### config.mk
export PLATFORM = sky130hd
export DESIGN_NAME = rsf_regs
export DESIGN_NICKNAME = d
export VERILOG_FILES = /design/src/rtl/rsf_pkg.sv /design/src/rtl/rsf_regs.sv
export SDC_FILE = /design/constraint.sdc
export NUM_CORES = 1
export LEC_CHECK = 0
export BUFFER_PORTS_ARGS = -buffer_cell sky130_fd_sc_hd__buf_2
export CELL_PAD_IN_SITES_DETAIL_PLACEMENT = 1
export CELL_PAD_IN_SITES_GLOBAL_PLACEMENT = 1
export CORE_ASPECT_RATIO = 0.7
export CORE_MARGIN = 2
export CORE_UTILIZATION = 41
export CTS_BUF_LIST = sky130_fd_sc_hd__clkbuf_4 sky130_fd_sc_hd__clkbuf_8 sky130_fd_sc_hd__clkbuf_16
export CTS_CLUSTER_DIAMETER = 100
export DETAILED_ROUTE_END_ITERATION = 7
export PLACE_DENSITY = 0.88
export SLEW_MARGIN = 20
export SYNTH_ARGS = -nofsm -noshare
export SYNTH_HDL_FRONTEND = slang
export SYNTH_SLANG_ARGS = --single-unit
export TNS_END_PERCENT = 10
### constraint.sdc
create_clock -name CLK_I -period 2.3 [get_ports CLK_I]
set_input_delay 0.115 -clock CLK_I [delete_from_list [all_inputs] [get_ports CLK_I]]
set_output_delay 0.115 -clock CLK_I [all_outputs]
set_load 0.1 [all_outputs]
### src/rtl/rsf_pkg.sv
// constants for the regulator and sensor front-end register bank
package rsf_pkg;
    localparam int unsigned NUM_REGS = 8;
    localparam int unsigned IDX_W = 3;

    // word offsets (byte address = offset)
    localparam logic [7:0] OFS_REGULATOR_CONTROL = 8'h00;
    localparam logic [7:0] OFS_PATH_SWITCH_LOW = 8'h04;
    localparam logic [7:0] OFS_PATH_SWITCH_HIGH = 8'h08;
    localparam logic [7:0] OFS_AMP_SUPPLY_SELECT = 8'h0c;
    localparam logic [7:0] OFS_AMP_CONTROL = 8'h10;
    localparam logic [7:0] OFS_AMP_OFFSET_TRIM = 8'h14;
    localparam logic [7:0] OFS_GAIN_RESISTOR_LOW = 8'h18;
    localparam logic [7:0] OFS_GAIN_RESISTOR_HIGH = 8'h1c;

    // register indices
    localparam logic [2:0] IDX_REGULATOR_CONTROL = 3'h0;
    localparam logic [2:0] IDX_SWLO = 3'h1;
    localparam logic [2:0] IDX_SWHI = 3'h2;
    localparam logic [2:0] IDX_SUPPLY = 3'h3;
    localparam logic [2:0] IDX_AMPC = 3'h4;
    localparam logic [2:0] IDX_TRIM = 3'h5;
    localparam logic [2:0] IDX_RESLO = 3'h6;
    localparam logic [2:0] IDX_RESHI = 3'h7;

    // writable bits of each register, by index
    localparam logic [7:0] WMASK [NUM_REGS] = '{
        8'h87, 8'hff, 8'h01, 8'h03, 8'h43, 8'hff, 8'hff, 8'h01};

    localparam logic [7:0] RESET_VALUE = 8'h00;

    // field positions
    localparam int unsigned POS_REF_SWITCH = 7;
    localparam int unsigned POS_AMP_EN = 6;
    localparam int unsigned POS_AMP_LEVEL = 5;
    localparam int unsigned POS_TRIM_MODE = 7;
    localparam int unsigned POS_TRIM_RESP = 6;

    localparam int unsigned SYNC_STAGES = 3;

    typedef enum logic [2:0] {
        RSF_LDO_HIZ = 3'b000,
        RSF_LDO_BYPASS = 3'b001,
        RSF_LDO_2V2 = 3'b010,
        RSF_LDO_2V5 = 3'b011,
        RSF_LDO_3V0 = 3'b100
    } rsf_ldo_t;
endpackage

### src/rtl/rsf_regs.sv
// register bank for the regulator and sensor front end, avalon-mm slave
`timescale 1ns/1ns

// Functional notes
// - Mode low bits 00 give regulator off with a floating output, 01 give off with input passed through.
// - Mode 010 turns the regulator on at 2.2V, 011 at 2.5V and 11x at 3.0V.
// - Regulator control holds the mode in bits 2..0 and the reference switch in bit 7, all reset to 0.
// - Regulator control bits 6..3 are absent and read as zero.
// - The low path-switch register holds eight switch bits, reset 0, where 1 closes a switch.
// - The high path-switch register holds only the ninth switch in bit 0, reset 0, 1 closes it.
// - High path-switch bits 7..1 are absent and read as zero.
// - Amplifier control has enable at bit 6, read-only output status at bit 5 and bandwidth at 1..0.
// - Offset trim holds the calibration mode at 7, the response bit at 6 and a six-bit code at 5..0.
// - The 9-bit resistor setting is split as low eight bits plus a ninth bit at bit 0 of the next.
// - Amplifier supply select has only bits 1 and 0.
// - Each supply bit picks the main supply at 0 and the regulated output at 1, both resetting to 0.
module rsf_regs
    import rsf_pkg::*;
#(
    parameter int unsigned ADDR_W = 6
) (
    input wire logic CLK_I,
    input wire logic RST_I,
    input wire logic [ADDR_W-1:0] AVS_ADDRESS_I,
    input wire logic AVS_READ_I,
    input wire logic AVS_WRITE_I,
    input wire logic [31:0] AVS_WRITEDATA_I,
    input wire logic [3:0] AVS_BYTEENABLE_I,
    output logic [31:0] AVS_READDATA_O,
    output logic AVS_WAITREQUEST_O,
    input wire logic AMP_OUT_I,
    output logic LDO_ON_O,
    output logic LDO_BYPASS_O,
    output logic [2:0] LDO_MODE_O,
    output logic REF_SWITCH_O,
    output logic [8:0] PATH_SWITCH_O,
    output logic [1:0] AMP_SUPPLY_SEL_O,
    output logic AMP_EN_O,
    output logic [1:0] AMP_BW_O,
    output logic TRIM_MODE_O,
    output logic TRIM_RESP_O,
    output logic [5:0] TRIM_CODE_O,
    output logic [8:0] RES_SETTING_O
);

    logic [7:0] mem_reg [NUM_REGS];
    logic ack_reg;
    logic [31:0] rdata_reg;
    logic [SYNC_STAGES-1:0] amp_sync_reg;
    logic amp_level_reg;
    rsf_ldo_t ldo_mode_reg;
    rsf_ldo_t ldo_mode_next;
    logic ldo_on_reg;
    logic ldo_byp_reg;
    logic req;
    logic wr_go;
    logic [IDX_W-1:0] idx;
    logic mapped;

    // regulator mode field to regulator state
    function automatic rsf_ldo_t ldo_decode(input logic [2:0] m);
        rsf_ldo_t r;
        r = RSF_LDO_HIZ;
        case (m[1:0])
            2'b00: r = RSF_LDO_HIZ;
            2'b01: r = RSF_LDO_BYPASS;
            2'b10: r = m[2] ? RSF_LDO_3V0 : RSF_LDO_2V2;
            2'b11: r = m[2] ? RSF_LDO_3V0 : RSF_LDO_2V5;
            default: r = RSF_LDO_HIZ;
        endcase
        return r;
    endfunction

    // read view of one register, absent bits forced to zero
    function automatic logic [7:0] reg_view(input logic [IDX_W-1:0] i,
                                            input logic [7:0] v,
                                            input logic lvl);
        logic [7:0] r;
        r = v & WMASK[i];
        if (i == IDX_AMPC) begin
            r[POS_AMP_LEVEL] = lvl;
        end
        return r;
    endfunction

    // bus handshake: one wait state on every access
    assign req = AVS_READ_I | AVS_WRITE_I;
    assign AVS_WAITREQUEST_O = req & ~ack_reg;
    assign idx = AVS_ADDRESS_I[IDX_W+1:2];
    assign mapped = (AVS_ADDRESS_I[ADDR_W-1:IDX_W+2] == '0) && (AVS_ADDRESS_I[1:0] == 2'b00);
    assign wr_go = AVS_WRITE_I & ack_reg & mapped & AVS_BYTEENABLE_I[0];

    always_ff @(posedge CLK_I) begin
        if (RST_I) begin
            ack_reg <= 1'b0;
        end else begin
            ack_reg <= req & ~ack_reg;
        end
    end

    // read data captured in the wait cycle, held through the accept edge
    always_ff @(posedge CLK_I) begin
        if (RST_I) begin
            rdata_reg <= 32'h0000_0000;
        end else if (AVS_READ_I && !ack_reg) begin
            rdata_reg <= mapped ? {24'h00_0000, reg_view(idx, mem_reg[idx], amp_level_reg)} : 32'h0000_0000;
        end
    end
    assign AVS_READDATA_O = rdata_reg;

    // register storage; only writable bits ever load
    always_ff @(posedge CLK_I) begin
        if (RST_I) begin
            for (int i = 0; i < NUM_REGS; i++) begin
                mem_reg[i] <= RESET_VALUE;
            end
        end else if (wr_go) begin
            mem_reg[idx] <= (mem_reg[idx] & ~WMASK[idx]) | (AVS_WRITEDATA_I[7:0] & WMASK[idx]);
        end
    end

    // amplifier output comes from the analogue side, so it is synchronised
    always_ff @(posedge CLK_I) begin
        if (RST_I) begin
            amp_sync_reg <= '0;
        end else begin
            amp_sync_reg <= {amp_sync_reg[SYNC_STAGES-2:0], AMP_OUT_I};
        end
    end

    // a change counts only once the last two stages agree
    always_ff @(posedge CLK_I) begin
        if (RST_I) begin
            amp_level_reg <= 1'b0;
        end else if (amp_sync_reg[2] == amp_sync_reg[1]) begin
            amp_level_reg <= amp_sync_reg[2];
        end
    end

    assign ldo_mode_next = ldo_decode(mem_reg[IDX_REGULATOR_CONTROL][2:0]);

    // decoded regulator state, registered for glitch-free analogue controls
    always_ff @(posedge CLK_I) begin
        if (RST_I) begin
            ldo_mode_reg <= RSF_LDO_HIZ;
        end else begin
            ldo_mode_reg <= ldo_mode_next;
        end
    end

    // on and bypass flags are flops too, loaded with the state so all three move together
    always_ff @(posedge CLK_I) begin
        if (RST_I) begin
            ldo_on_reg <= 1'b0;
            ldo_byp_reg <= 1'b0;
        end else begin
            ldo_on_reg <= (ldo_mode_next inside {RSF_LDO_2V2, RSF_LDO_2V5, RSF_LDO_3V0});
            ldo_byp_reg <= (ldo_mode_next == RSF_LDO_BYPASS);
        end
    end

    assign LDO_MODE_O = ldo_mode_reg;
    assign LDO_ON_O = ldo_on_reg;
    assign LDO_BYPASS_O = ldo_byp_reg;
    // software keeps this off unless the converter reference is the regulator
    assign REF_SWITCH_O = mem_reg[IDX_REGULATOR_CONTROL][POS_REF_SWITCH];
    assign PATH_SWITCH_O = {mem_reg[IDX_SWHI][0], mem_reg[IDX_SWLO]};
    assign AMP_SUPPLY_SEL_O = mem_reg[IDX_SUPPLY][1:0];
    assign AMP_EN_O = mem_reg[IDX_AMPC][POS_AMP_EN];
    assign AMP_BW_O = mem_reg[IDX_AMPC][1:0];
    assign TRIM_MODE_O = mem_reg[IDX_TRIM][POS_TRIM_MODE];
    assign TRIM_RESP_O = mem_reg[IDX_TRIM][POS_TRIM_RESP];
    assign TRIM_CODE_O = mem_reg[IDX_TRIM][5:0];
    assign RES_SETTING_O = {mem_reg[IDX_RESHI][0], mem_reg[IDX_RESLO]};

    logic [7:0] wd8;
    assign wd8 = AVS_WRITEDATA_I[7:0];

    for (genvar g = 0; g < NUM_REGS; g++) begin : g_mask

    end
endmodule

==> flow_summary.yaml, run 1 <==
cells_and_area:
  final_core_util_pct: 50.8
  fin_nets: 436
  drive_above_1_share_pct: 35.1
  largest_reg_flops: 64
  synthToLayoutAreaGrowth_pct: 19.0
  diodes: 0
timing:
  final.period_utilization_pct: 84.8
  setup_viol: 0
  setup_tns_ns: 0
  max_freq_mhz: 513
  rsz0062_at_grt: "no"
  worstMarginPinSlew_ns: 0.570
  min_period_ns: 1.95
  slew_headroom_pct: 62.0
  slew_violations: 0
  finClkSkew_ns: 0.00522
  finalHoldViolCount: 0
logic_synthesis:
  synthFlopType: "edfxtp_1"
  yosysMostFrequentCell: "nor2_1"
  ys_seq_elements: 82
  yosysSeqAreaShare_pct: 58.3
  synth-edff-count: 64
  synth_common_cells: "nor2_1 (67), edfxtp_1 (64), buf_4 (30)"
  syn-cell-area_sq_mm: 0.00392
  synth_top_area_cell: "edfxtp_1"
  yosys-top-cells-area: "edfxtp_1 (49%), dfxtp_1 (9.2%), nor2_1 (6.4%), buf_4 (5.8%), mux2_2 (5.8%)"
  syn_inst: 304
  synth_top_area_share_pct: 49.1
  ys.warnings.count: 0
  synth.avg_cell_area_sq_um: 12.9
  synth_cell_types: 35
  ys_async_sr_fraction_pct: 0
status:
  status: "finished, final reports clean"
global_route:
  grt_first_pass_wirelength_um: 15800
  grt_max_degree: 18
  grt-ovfl-total: 0
  grtUsageTotal_pct: 21.3
  antenna_found_initial: 0
  grt_pass1_vias: 2761
critical_path:
  rr_worst_depth: 4
  path_delay_family: "multiplexers"
  path_depth: 4
  crit_path_top_delay_cell: "mux4_2"
  slowest_delay_ns: 0.49
  cp_num_buf_inv: 0
  crit_chain: "mux2_1, mux4_2, mux2i_2, nor2_1"
  critPathLaunchType: "register"
  end_kind: "register"
  crit_required_ns: 2.38
  crit_type: "register to register"
  crit_fanout: 6
  arrival_ns: 2.03
drt:
  vias: 2615
  wl_per_cell_um: 19.9
  route.detailed.drc: 0
  drtPass1Iterations: 4
  ant_nets: 0
  wirelength_um: 10200
  avgViaCountPerCell: 5.09
  drt_iter0_drc: 139
clock_network:
  cts.path.max_buffers: 2
  clkLatencyLatePin_ns: 0.34
  hold_buffers: 1
  cts.clk_slew.worst_paths_ns: 0.06
  clock_sinks: 82
  ctsHtreeMaxLevel: 3
  cts_resized: 0
  cts_setup_buffers: 0
  numCtsBuffers: 9
  tritoncts: "yes"
  clockRootBuffer: "clkbuf_16"
die:
  rows: 29
  design.die.area_sq_mm: 0.0104
  die_h_um: 85.8
  ioPinCount: 117
  initial_core_util_pct: 42.7
  coreArea_sq_mm: 0.00918
  die_w_um: 121
power:
  leakagePower_nw: 1.94
  ir_drop_uv: 444
  p_per_area_mw_per_mm2: 794
placed_design:
  gp_congestion: 0.873
  place_hpwl_um: 7830
  port_buffers: 65
flow_run:
  drv_cap: 0
hold_path:
  hp-class: "input port to register"
  holdPathStages: 3
## cells in the final DEF (no fill, tap or decap), types with 2 or more instances in the layout
| cell type | n |
|---|---|
| nand2_1 | 12 |
| nand3_1 | 3 |
| and3_1 | 2 |
| conb_1 | 24 |
| edfxtp_1 | 64 |
| a22o_1 | 2 |
| mux4_2 | 7 |
| buf_2 | 65 |
| o31ai_1 | 2 |
| ha_1 | 4 |
| clkinv_2 | 4 |
| a21oi_1 | 3 |
| a32o_1 | 7 |
| mux2i_1 | 3 |
| mux2_1 | 6 |
| a222oi_1 | 2 |
| and2_1 | 2 |
| mux2_4 | 2 |
| buf_12 | 2 |
| o21ai_0 | 3 |
| clkbuf_16 | 10 |
| nor2b_1 | 8 |
| dfxtp_1 | 18 |
| mux2_2 | 20 |
| nor2_1 | 67 |
| nand2b_1 | 10 |
| nor3_2 | 2 |
| mux2i_4 | 4 |
| inv_1 | 7 |
| buf_4 | 17 |
## worst min-delay path, stage by stage
cell and delay, ns:
buf_2 0.09, nor2_1 0.05, nor3_1 0.13
## worst paths after layout
path                                     from                          end  slack [ns]
hold reg to reg    amp_sync_reg[0]$_SDFF_PP0_   amp_sync_reg[1]$_SDFF_PP0_        0.45
setup reg to reg  mem_reg[1][6]$_SDFFCE_PN0P_  mem_reg[7][6]$_SDFFCE_PN0P_        0.35
hold / removal                    AVS_WRITE_I           ack_reg$_SDFF_PP0_         0.1
setup / recovery  mem_reg[1][6]$_SDFFCE_PN0P_  mem_reg[7][6]$_SDFFCE_PN0P_        0.35
## power by group
part	switching (mW)	internal (mW)	total, mW
sequential	0.0225	1.64	1.66
clock	0.560	0.800	1.36
combinational	0.539	0.140	0.678
total	1.12	2.58	3.70
## kinds of logic after synthesis
logic type                 synth area share (%)
AOI/OAI and AO/OA                          4.09
other                                    0.0958
adders and majority gates                  1.28
buffers and inverters                      7.96
and+or+nand+nor                            12.6
muxes                                      15.7
DFF                                        58.3
## metal layers
layer	routed length (um)	share of wire, %	track usage [%]	vias up
li1	-	-	-	1194
met1	4420	43	28.0	1321
met2	5010	49	34.4	88
met3	650	6.4	6.18	12
met4	146	1.4	7.08	0
met5	0	0	0	-
## area by class of cell
| class | count | area [sq um] |
|---|---|---|
| fill | 994 | 4520 |
| sequential | 82 | 2280 |
| multi-input combinational | 200 | 1410 |
| timing repair buffer | 85 | 503 |
| clock buffer | 11 | 258 |
| tap | 124 | 155 |
| clock inverter | 5 | 27.5 |
| inverter | 7 | 26.3 |
## metrics by stage
| step | worst slack, ns | hold slack [ns] | cell area, sq um | power [mW] | std cells |
|---|---|---|---|---|---|
| floorplan | 0.0260 | 0.187 | 4000 | 2.27 | 327 |
| global placement | 0.167 | 0.330 | 4370 | 2.35 | 497 |
| detailed placement | 0.0407 | 0.343 | 4370 | 2.37 | 497 |
| CTS | 0.342 | 0.0947 | 4660 | 3.73 | 514 |
| global route | 0.266 | 0.123 | 4660 | 3.82 | 514 |
| finish | 0.350 | 0.0959 | 4660 | 3.70 | 514 |
Power figures use the tool's default switching activity.
==> inputs of run 2 (changes only) <==
--- a/config.mk
+++ b/config.mk
@@ -5,12 +5,13 @@
 export SDC_FILE = /design/constraint.sdc
 export NUM_CORES = 1
 export LEC_CHECK = 0
+export ABC_AREA = 1
 export BUFFER_PORTS_ARGS = -buffer_cell sky130_fd_sc_hd__buf_2
 export CELL_PAD_IN_SITES_DETAIL_PLACEMENT = 1
 export CELL_PAD_IN_SITES_GLOBAL_PLACEMENT = 1
 export CORE_ASPECT_RATIO = 0.7
 export CORE_MARGIN = 2
-export CORE_UTILIZATION = 41
+export CORE_UTILIZATION = 39
 export CTS_BUF_LIST = sky130_fd_sc_hd__clkbuf_4 sky130_fd_sc_hd__clkbuf_8 sky130_fd_sc_hd__clkbuf_16
 export CTS_CLUSTER_DIAMETER = 100
 export DETAILED_ROUTE_END_ITERATION = 7
==> constraint.sdc (replaced) <==
create_clock -name CLK_I -period 1.8 [get_ports CLK_I]
set_input_delay 0.09 -clock CLK_I [delete_from_list [all_inputs] [get_ports CLK_I]]
set_output_delay 0.09 -clock CLK_I [all_outputs]
set_load 0.1 [all_outputs]
==> run 2 against run 1 <==
Critical path depth increased by 1; largest power group unchanged; synthesized cell count increased by 33%; largest cell class unchanged; clock-buffer cell count did not move.
==> flow_summary.yaml, run 2 <==
logic_synthesis:
  muxShareOfSynthArea_pct: 1.13
  synth_top_area_share_pct: 48.0
  synth_cell_types: 34
  synth_compound_area_share_pct: 9.70
  yosysSeqAreaShare_pct: 57.1
  synthFlopType: "edfxtp_1"
  synth.avg_cell_area_sq_um: 9.90
  ys_async_sr_fraction_pct: 0
  synth_xor_area_share_pct: 0
  synthSimpleGateAreaFrac_pct: 20.9
  synth_top_area_cell: "edfxtp_1"
  ys_seq_elements: 82
  yosysMostFrequentCell: "nor2_1"
  synthAdderAreaFrac_pct: 1.25
  synth-edff-count: 64
  synth_top_family_by_area: "simple AND/OR/NAND/NOR gates"
  ys.warnings.count: 0
  syn-cell-area_sq_mm: 0.00400
  synth_common_cells: "nor2_1 (84), edfxtp_1 (64), nand2_1 (57)"
  syn_inst: 404
  yosys-top-cells-area: "edfxtp_1 (48%), dfxtp_1 (9.0%), nor2_1 (7.9%), buf_4 (5.8%), nand2_1 (5.3%)"
status:
  status: "finished, final reports clean"
clock_network:
  tritoncts: "yes"
  clock_sinks: 82
  cts.path.max_buffers: 2
  cts.clk_slew.worst_paths_ns: 0.06
  ctsHtreeMaxLevel: 3
  clockRootBuffer: "clkbuf_16"
  cts_setup_buffers: 0
  numCtsBuffers: 9
  clkLatencyLatePin_ns: 0.35
die:
  die_h_um: 88.7
  design.die.area_sq_mm: 0.0111
  die_w_um: 125
  rows: 30
  ioPinCount: 117
  coreArea_sq_mm: 0.00983
  initial_core_util_pct: 40.7
global_route:
  grtUsageTotal_pct: 23.7
  grt_first_pass_wirelength_um: 19300
  antenna_found_initial: 0
  grt_pass1_vias: 3474
  grt-ovfl-total: 0
  grt_max_degree: 23
critical_path:
  crit_chain: "o211ai_1, nand4_1, a21oi_4, buf_12, nor2_1"
  crit_type: "register to register"
  path_delay_family: "compound AO/OA/AOI/OAI gates"
  rr_worst_depth: 5
  cp_num_buf_inv: 1
  r2r_setup_slack_ns: 0.06
  arrival_ns: 1.84
  critPathLaunchType: "register"
  worstReg2RegStart: "mem_reg[5][7]$_SDFFCE_PN0P_"
  crit_path_top_delay_cell: "edfxtp_1"
  end_kind: "register"
  crit_required_ns: 1.90
  r2r-end: "mem_reg[5][7]$_SDFFCE_PN0P_"
  crit_fanout: 8
  crit_start: "mem_reg[5][7]$_SDFFCE_PN0P_"
  slowest_delay_ns: 0.40
drt:
  wirelength_um: 12400
  vias: 3252
  route.detailed.drc: 0
  drtPass1Iterations: 5
  drt_iter0_drc: 218
  ant_nets: 0
  wl_per_cell_um: 19.4
  avgViaCountPerCell: 5.08
cells_and_area:
  design_area_sq_mm: 0.00502
  final_common_cell: "nor2_1"
  largest_reg_flops: 64
  final_cells: 640
  final_cell_mix: "nor2_1 (83), buf_2 (65), edfxtp_1 (64)"
  regArea_sq_mm: 0.00228
  diodes: 0
  synthToLayoutAreaGrowth_pct: 25.5
  multi_input_area_sq_mm: 0.00142
  final_core_util_pct: 51.0
  fin_nets: 558
  fillCellCount: 1136
  drive_above_1_share_pct: 31.8
hold_path:
  holdPathEnd: "ack_reg$_SDFF_PP0_"
  min_from: "AVS_READ_I"
  holdPathStages: 3
  hp-class: "input port to register"
power:
  p_per_area_mw_per_mm2: 1020
  leakagePower_nw: 2.18
  power_mw: 5.13
  ir_drop_uv: 413
placed_design:
  pre_cts_ws_ns: -0.0939
  port_buffers: 65
  dp.cells: 623
  place_hpwl_um: 9330
  dpl_cell_area_sq_mm: 0.00468
  gp_congestion: 0.891
timing:
  setup_viol: 0
  finClkSkew_ns: 0.00659
  finalHoldViolCount: 0
  slew_violations: 0
  final.period_utilization_pct: 96.7
  rsz0062_at_grt: "no"
  fin_ws_ns: 0.0597
  max_freq_mhz: 575
  setup_tns_ns: 0
  min_period_ns: 1.74
  hold_slack_ns: 0.0923
flow_run:
  drv_cap: 0
## run 2: cells by family (layout without fill, tap and decap cells)
logic type               after synthesis  in the layout
flip-flops                            82             82
AND/OR/NAND/NOR                      188            188
other                                  1             24
AO/OA/AOI/OAI                         58             58
buffers and inverters                 69            154
multiplexers                           2              2
adder cells (fa/ha/maj)                4              4
## run 2: worst reg2reg max path, cell delays in order (launching register included)
cell,delay [ns]
edfxtp_1,0.40
o211ai_1,0.37
nand4_1,0.28
a21oi_4,0.23
buf_12,0.15
nor2_1,0.06
## run 2: layout make-up
cell class	count	area share (%)
Clock buffer	11	4.79
Sequential cell	82	45.5
Timing Repair Buffer	109	14.6
Inverter	29	2.17
Clock inverter	5	1.55
Tap cell	128	3.19
Multi-Input combinational cell	276	28.2
## run 2: repair_timing
action / 4_1_cts / 5_1_grt
resized for setup: 0 / 2
hold buffers: 1 / 0
setup endpoints to repair: 0 / 9
endpoints found under the hold margin: 1 / 0
## run 2: power breakdown
part           internal (mW)  switching (mW)  total, mW
logic                  0.226           0.809       1.03
clock network           1.24           0.730       1.97
registers               2.09          0.0289       2.12
## run 2: how the worst max path moves through the flow
stage / end / slack (ns) / depth (start not counted)
2_1_floorplan: mem_reg[0][6]$_SDFFCE_PN0P_ / -0.14 / 7
3_3_place_gp: mem_reg[7][3]$_SDFFCE_PN0P_ / 0.05 / 9
3_5_place_dp: mem_reg[2][3]$_SDFFCE_PN0P_ / -0.09 / 9
4_1_cts: mem_reg[6][6]$_SDFFCE_PN0P_ / 0.05 / 7
5_1_grt: mem_reg[5][7]$_SDFFCE_PN0P_ / 0.002 / 6
6_report: mem_reg[5][7]$_SDFFCE_PN0P_ / 0.06 / 5
## run 2: routing by layer
layer / vias to the layer above / global-route usage [%] / wire (um)
met5: - / 0 / 0
met4: 0 / 8.79 / 203
li1: 1499 / - / -
met1: 1617 / 28.0 / 4940
met2: 118 / 42.3 / 6280
met3: 18 / 6.35 / 1010
==> inputs of run 3 (changes only) <==
--- a/config.mk
+++ b/config.mk
@@ -10,12 +10,13 @@
 export CELL_PAD_IN_SITES_DETAIL_PLACEMENT = 1
 export CELL_PAD_IN_SITES_GLOBAL_PLACEMENT = 1
 export CORE_ASPECT_RATIO = 0.7
-export CORE_MARGIN = 2
+export CORE_MARGIN = 8
 export CORE_UTILIZATION = 39
 export CTS_BUF_LIST = sky130_fd_sc_hd__clkbuf_4 sky130_fd_sc_hd__clkbuf_8 sky130_fd_sc_hd__clkbuf_16
 export CTS_CLUSTER_DIAMETER = 100
 export DETAILED_ROUTE_END_ITERATION = 7
 export PLACE_DENSITY = 0.88
+export RECOVER_POWER = 50
 export SLEW_MARGIN = 20
 export SYNTH_ARGS = -nofsm -noshare
 export SYNTH_HDL_FRONTEND = slang
==> run 3 against run 2 <==
Utilization is 2.7 points lower; fmax increased by 0.53%; cell count is 0.16% lower; non-clock buffer count down 5; sequential power barely moved; combinational power hardly changed; global-route usage down 4.5 points; sequential cell count unchanged; clock-buffer cell count unchanged; clock skew is 0.0058 ns higher; sequential share of layout area up 0.98 points; via count decreased by 0.12%.
==> flow_summary.yaml, run 3 (synthesis results as in run 2) <==
status:
  status: "finished, final reports clean"
placed_design:
  gp_congestion: 0.900
  dpl_cell_area_sq_mm: 0.00466
  place_hpwl_um: 9500
  port_buffers: 65
critical_path:
  arrival_ns: 1.81
  crit_required_ns: 1.88
  critPathLaunchType: "register"
  crit_fanout: 8
  crit_type: "register to register"
  rr_worst_depth: 7
  end_kind: "register"
drt:
  wl_per_cell_um: 19.9
  ant_nets: 0
  vias: 3248
  route.detailed.drc: 0
  drt_iter0_drc: 202
  avgViaCountPerCell: 5.08
  wirelength_um: 12700
  drtPass1Iterations: 5
die:
  die_w_um: 137
  initial_core_util_pct: 39.4
  die_h_um: 101
  ioPinCount: 117
  coreArea_sq_mm: 0.0102
  rows: 31
  design.die.area_sq_mm: 0.0138
timing:
  slew_violations: 0
  finClkSkew_ns: 0.0124
  rsz0062_at_grt: "no"
  hold_slack_ns: 0.100
  worstMarginPinSlew_ns: 0.567
  setup_viol: 0
  min_period_ns: 1.73
  final.period_utilization_pct: 96.2
  slew_headroom_pct: 62.4
  max_freq_mhz: 578
  finalHoldViolCount: 0
cells_and_area:
  final_common_cell: "nor2_1"
  fillCellCount: 1210
  diodes: 0
  regArea_sq_mm: 0.00228
  design_area_sq_mm: 0.00491
  final_cell_mix: "nor2_1 (84), edfxtp_1 (64), nand2_1 (57)"
  fin_nets: 553
  synthToLayoutAreaGrowth_pct: 22.8
  largest_reg_flops: 64
  drive_above_1_share_pct: 28.8
  multi_input_area_sq_mm: 0.00141
clock_network:
  clkLatencyLatePin_ns: 0.35
  tritoncts: "yes"
  clock_sinks: 82
  cts_setup_buffers: 0
  cts.path.max_buffers: 2
  ctsHtreeMaxLevel: 3
  cts_resized: 0
  clockRootBuffer: "clkbuf_16"
  cts.clk_slew.worst_paths_ns: 0.06
  numCtsBuffers: 9
power:
  power_mw: 4.81
  ir_drop_uv: 832
  leakagePower_nw: 2.08
  p_per_area_mw_per_mm2: 979
global_route:
  grt-ovfl-total: 0
  grtUsageTotal_pct: 19.1
  grt_first_pass_wirelength_um: 19500
  antenna_found_initial: 0
  grt_pass1_vias: 3570
  grt_max_degree: 17
hold_path:
  hp-class: "input port to register"
  holdPathStages: 3
flow_run:
  drv_cap: 0
## run 3: critical path, cell delays in order (launching register included)
cell and delay [ns]:
edfxtp_1 0.41, inv_1 0.12, nand2_1 0.07, o211ai_1 0.15
nand4_1 0.28, mux2i_4 0.24, buf_12 0.16, nor2_1 0.04
## run 3: final cells by class
cell class	count	area share [%]
Timing Repair Buffer	104	13.7
Inverter	29	2.22
Clock buffer	11	4.89
Sequential cell	82	46.5
Tap cell	132	3.36
Multi-Input combinational cell	276	28.7
Clock inverter	5	0.637
## run 3: through the flow
| step | util, % | setup TNS (ns) | cells | setup WS [ns] |
|---|---|---|---|---|
| finish | 48.3 | 0 | 639 | 0.0689 |
| global placement | 45.9 | 0 | 622 | 0.0417 |
| global route | 48.3 | 0 | 639 | 0.00674 |
| floorplan | - | -2.14 | 427 | -0.136 |
| detailed placement | 45.9 | -0.316 | 622 | -0.0390 |
| CTS | 48.7 | 0 | 639 | 0.106 |
## run 3: timing repair
action                                 CTS  global route
endpoints found under the hold margin    1             0
hold buffers                             1             0
setup endpoints to repair                0             0
## run 3: path summary, 6_finish.rpt
check | slack [ns] | startpoint | end
max | 0.07 | mem_reg[0][1]$_SDFFCE_PN0P_ | mem_reg[4][1]$_SDFFCE_PN0P_
min reg2reg | 0.41 | amp_sync_reg[0]$_SDFF_PP0_ | amp_sync_reg[1]$_SDFF_PP0_
min | 0.10 | AVS_READ_I | ack_reg$_SDFF_PP0_
max reg2reg | 0.07 | mem_reg[0][1]$_SDFFCE_PN0P_ | mem_reg[4][1]$_SDFFCE_PN0P_
## run 3: per-layer routing
metal / vias to the layer above / GRT usage (%) / wire, um
met5: - / 0 / 0
met4: 0 / 7.32 / 264
met3: 20 / 6.82 / 1180
met2: 124 / 32.7 / 6390
met1: 1612 / 21.5 / 4860
li1: 1492 / - / -
## run 3: report_power, final
| group | switching [mW] | internal, mW | total, mW |
|---|---|---|---|
| sequential | 0.0294 | 2.09 | 2.12 |
| clock | 0.733 | 0.957 | 1.69 |
| combinational | 0.800 | 0.197 | 0.997 |
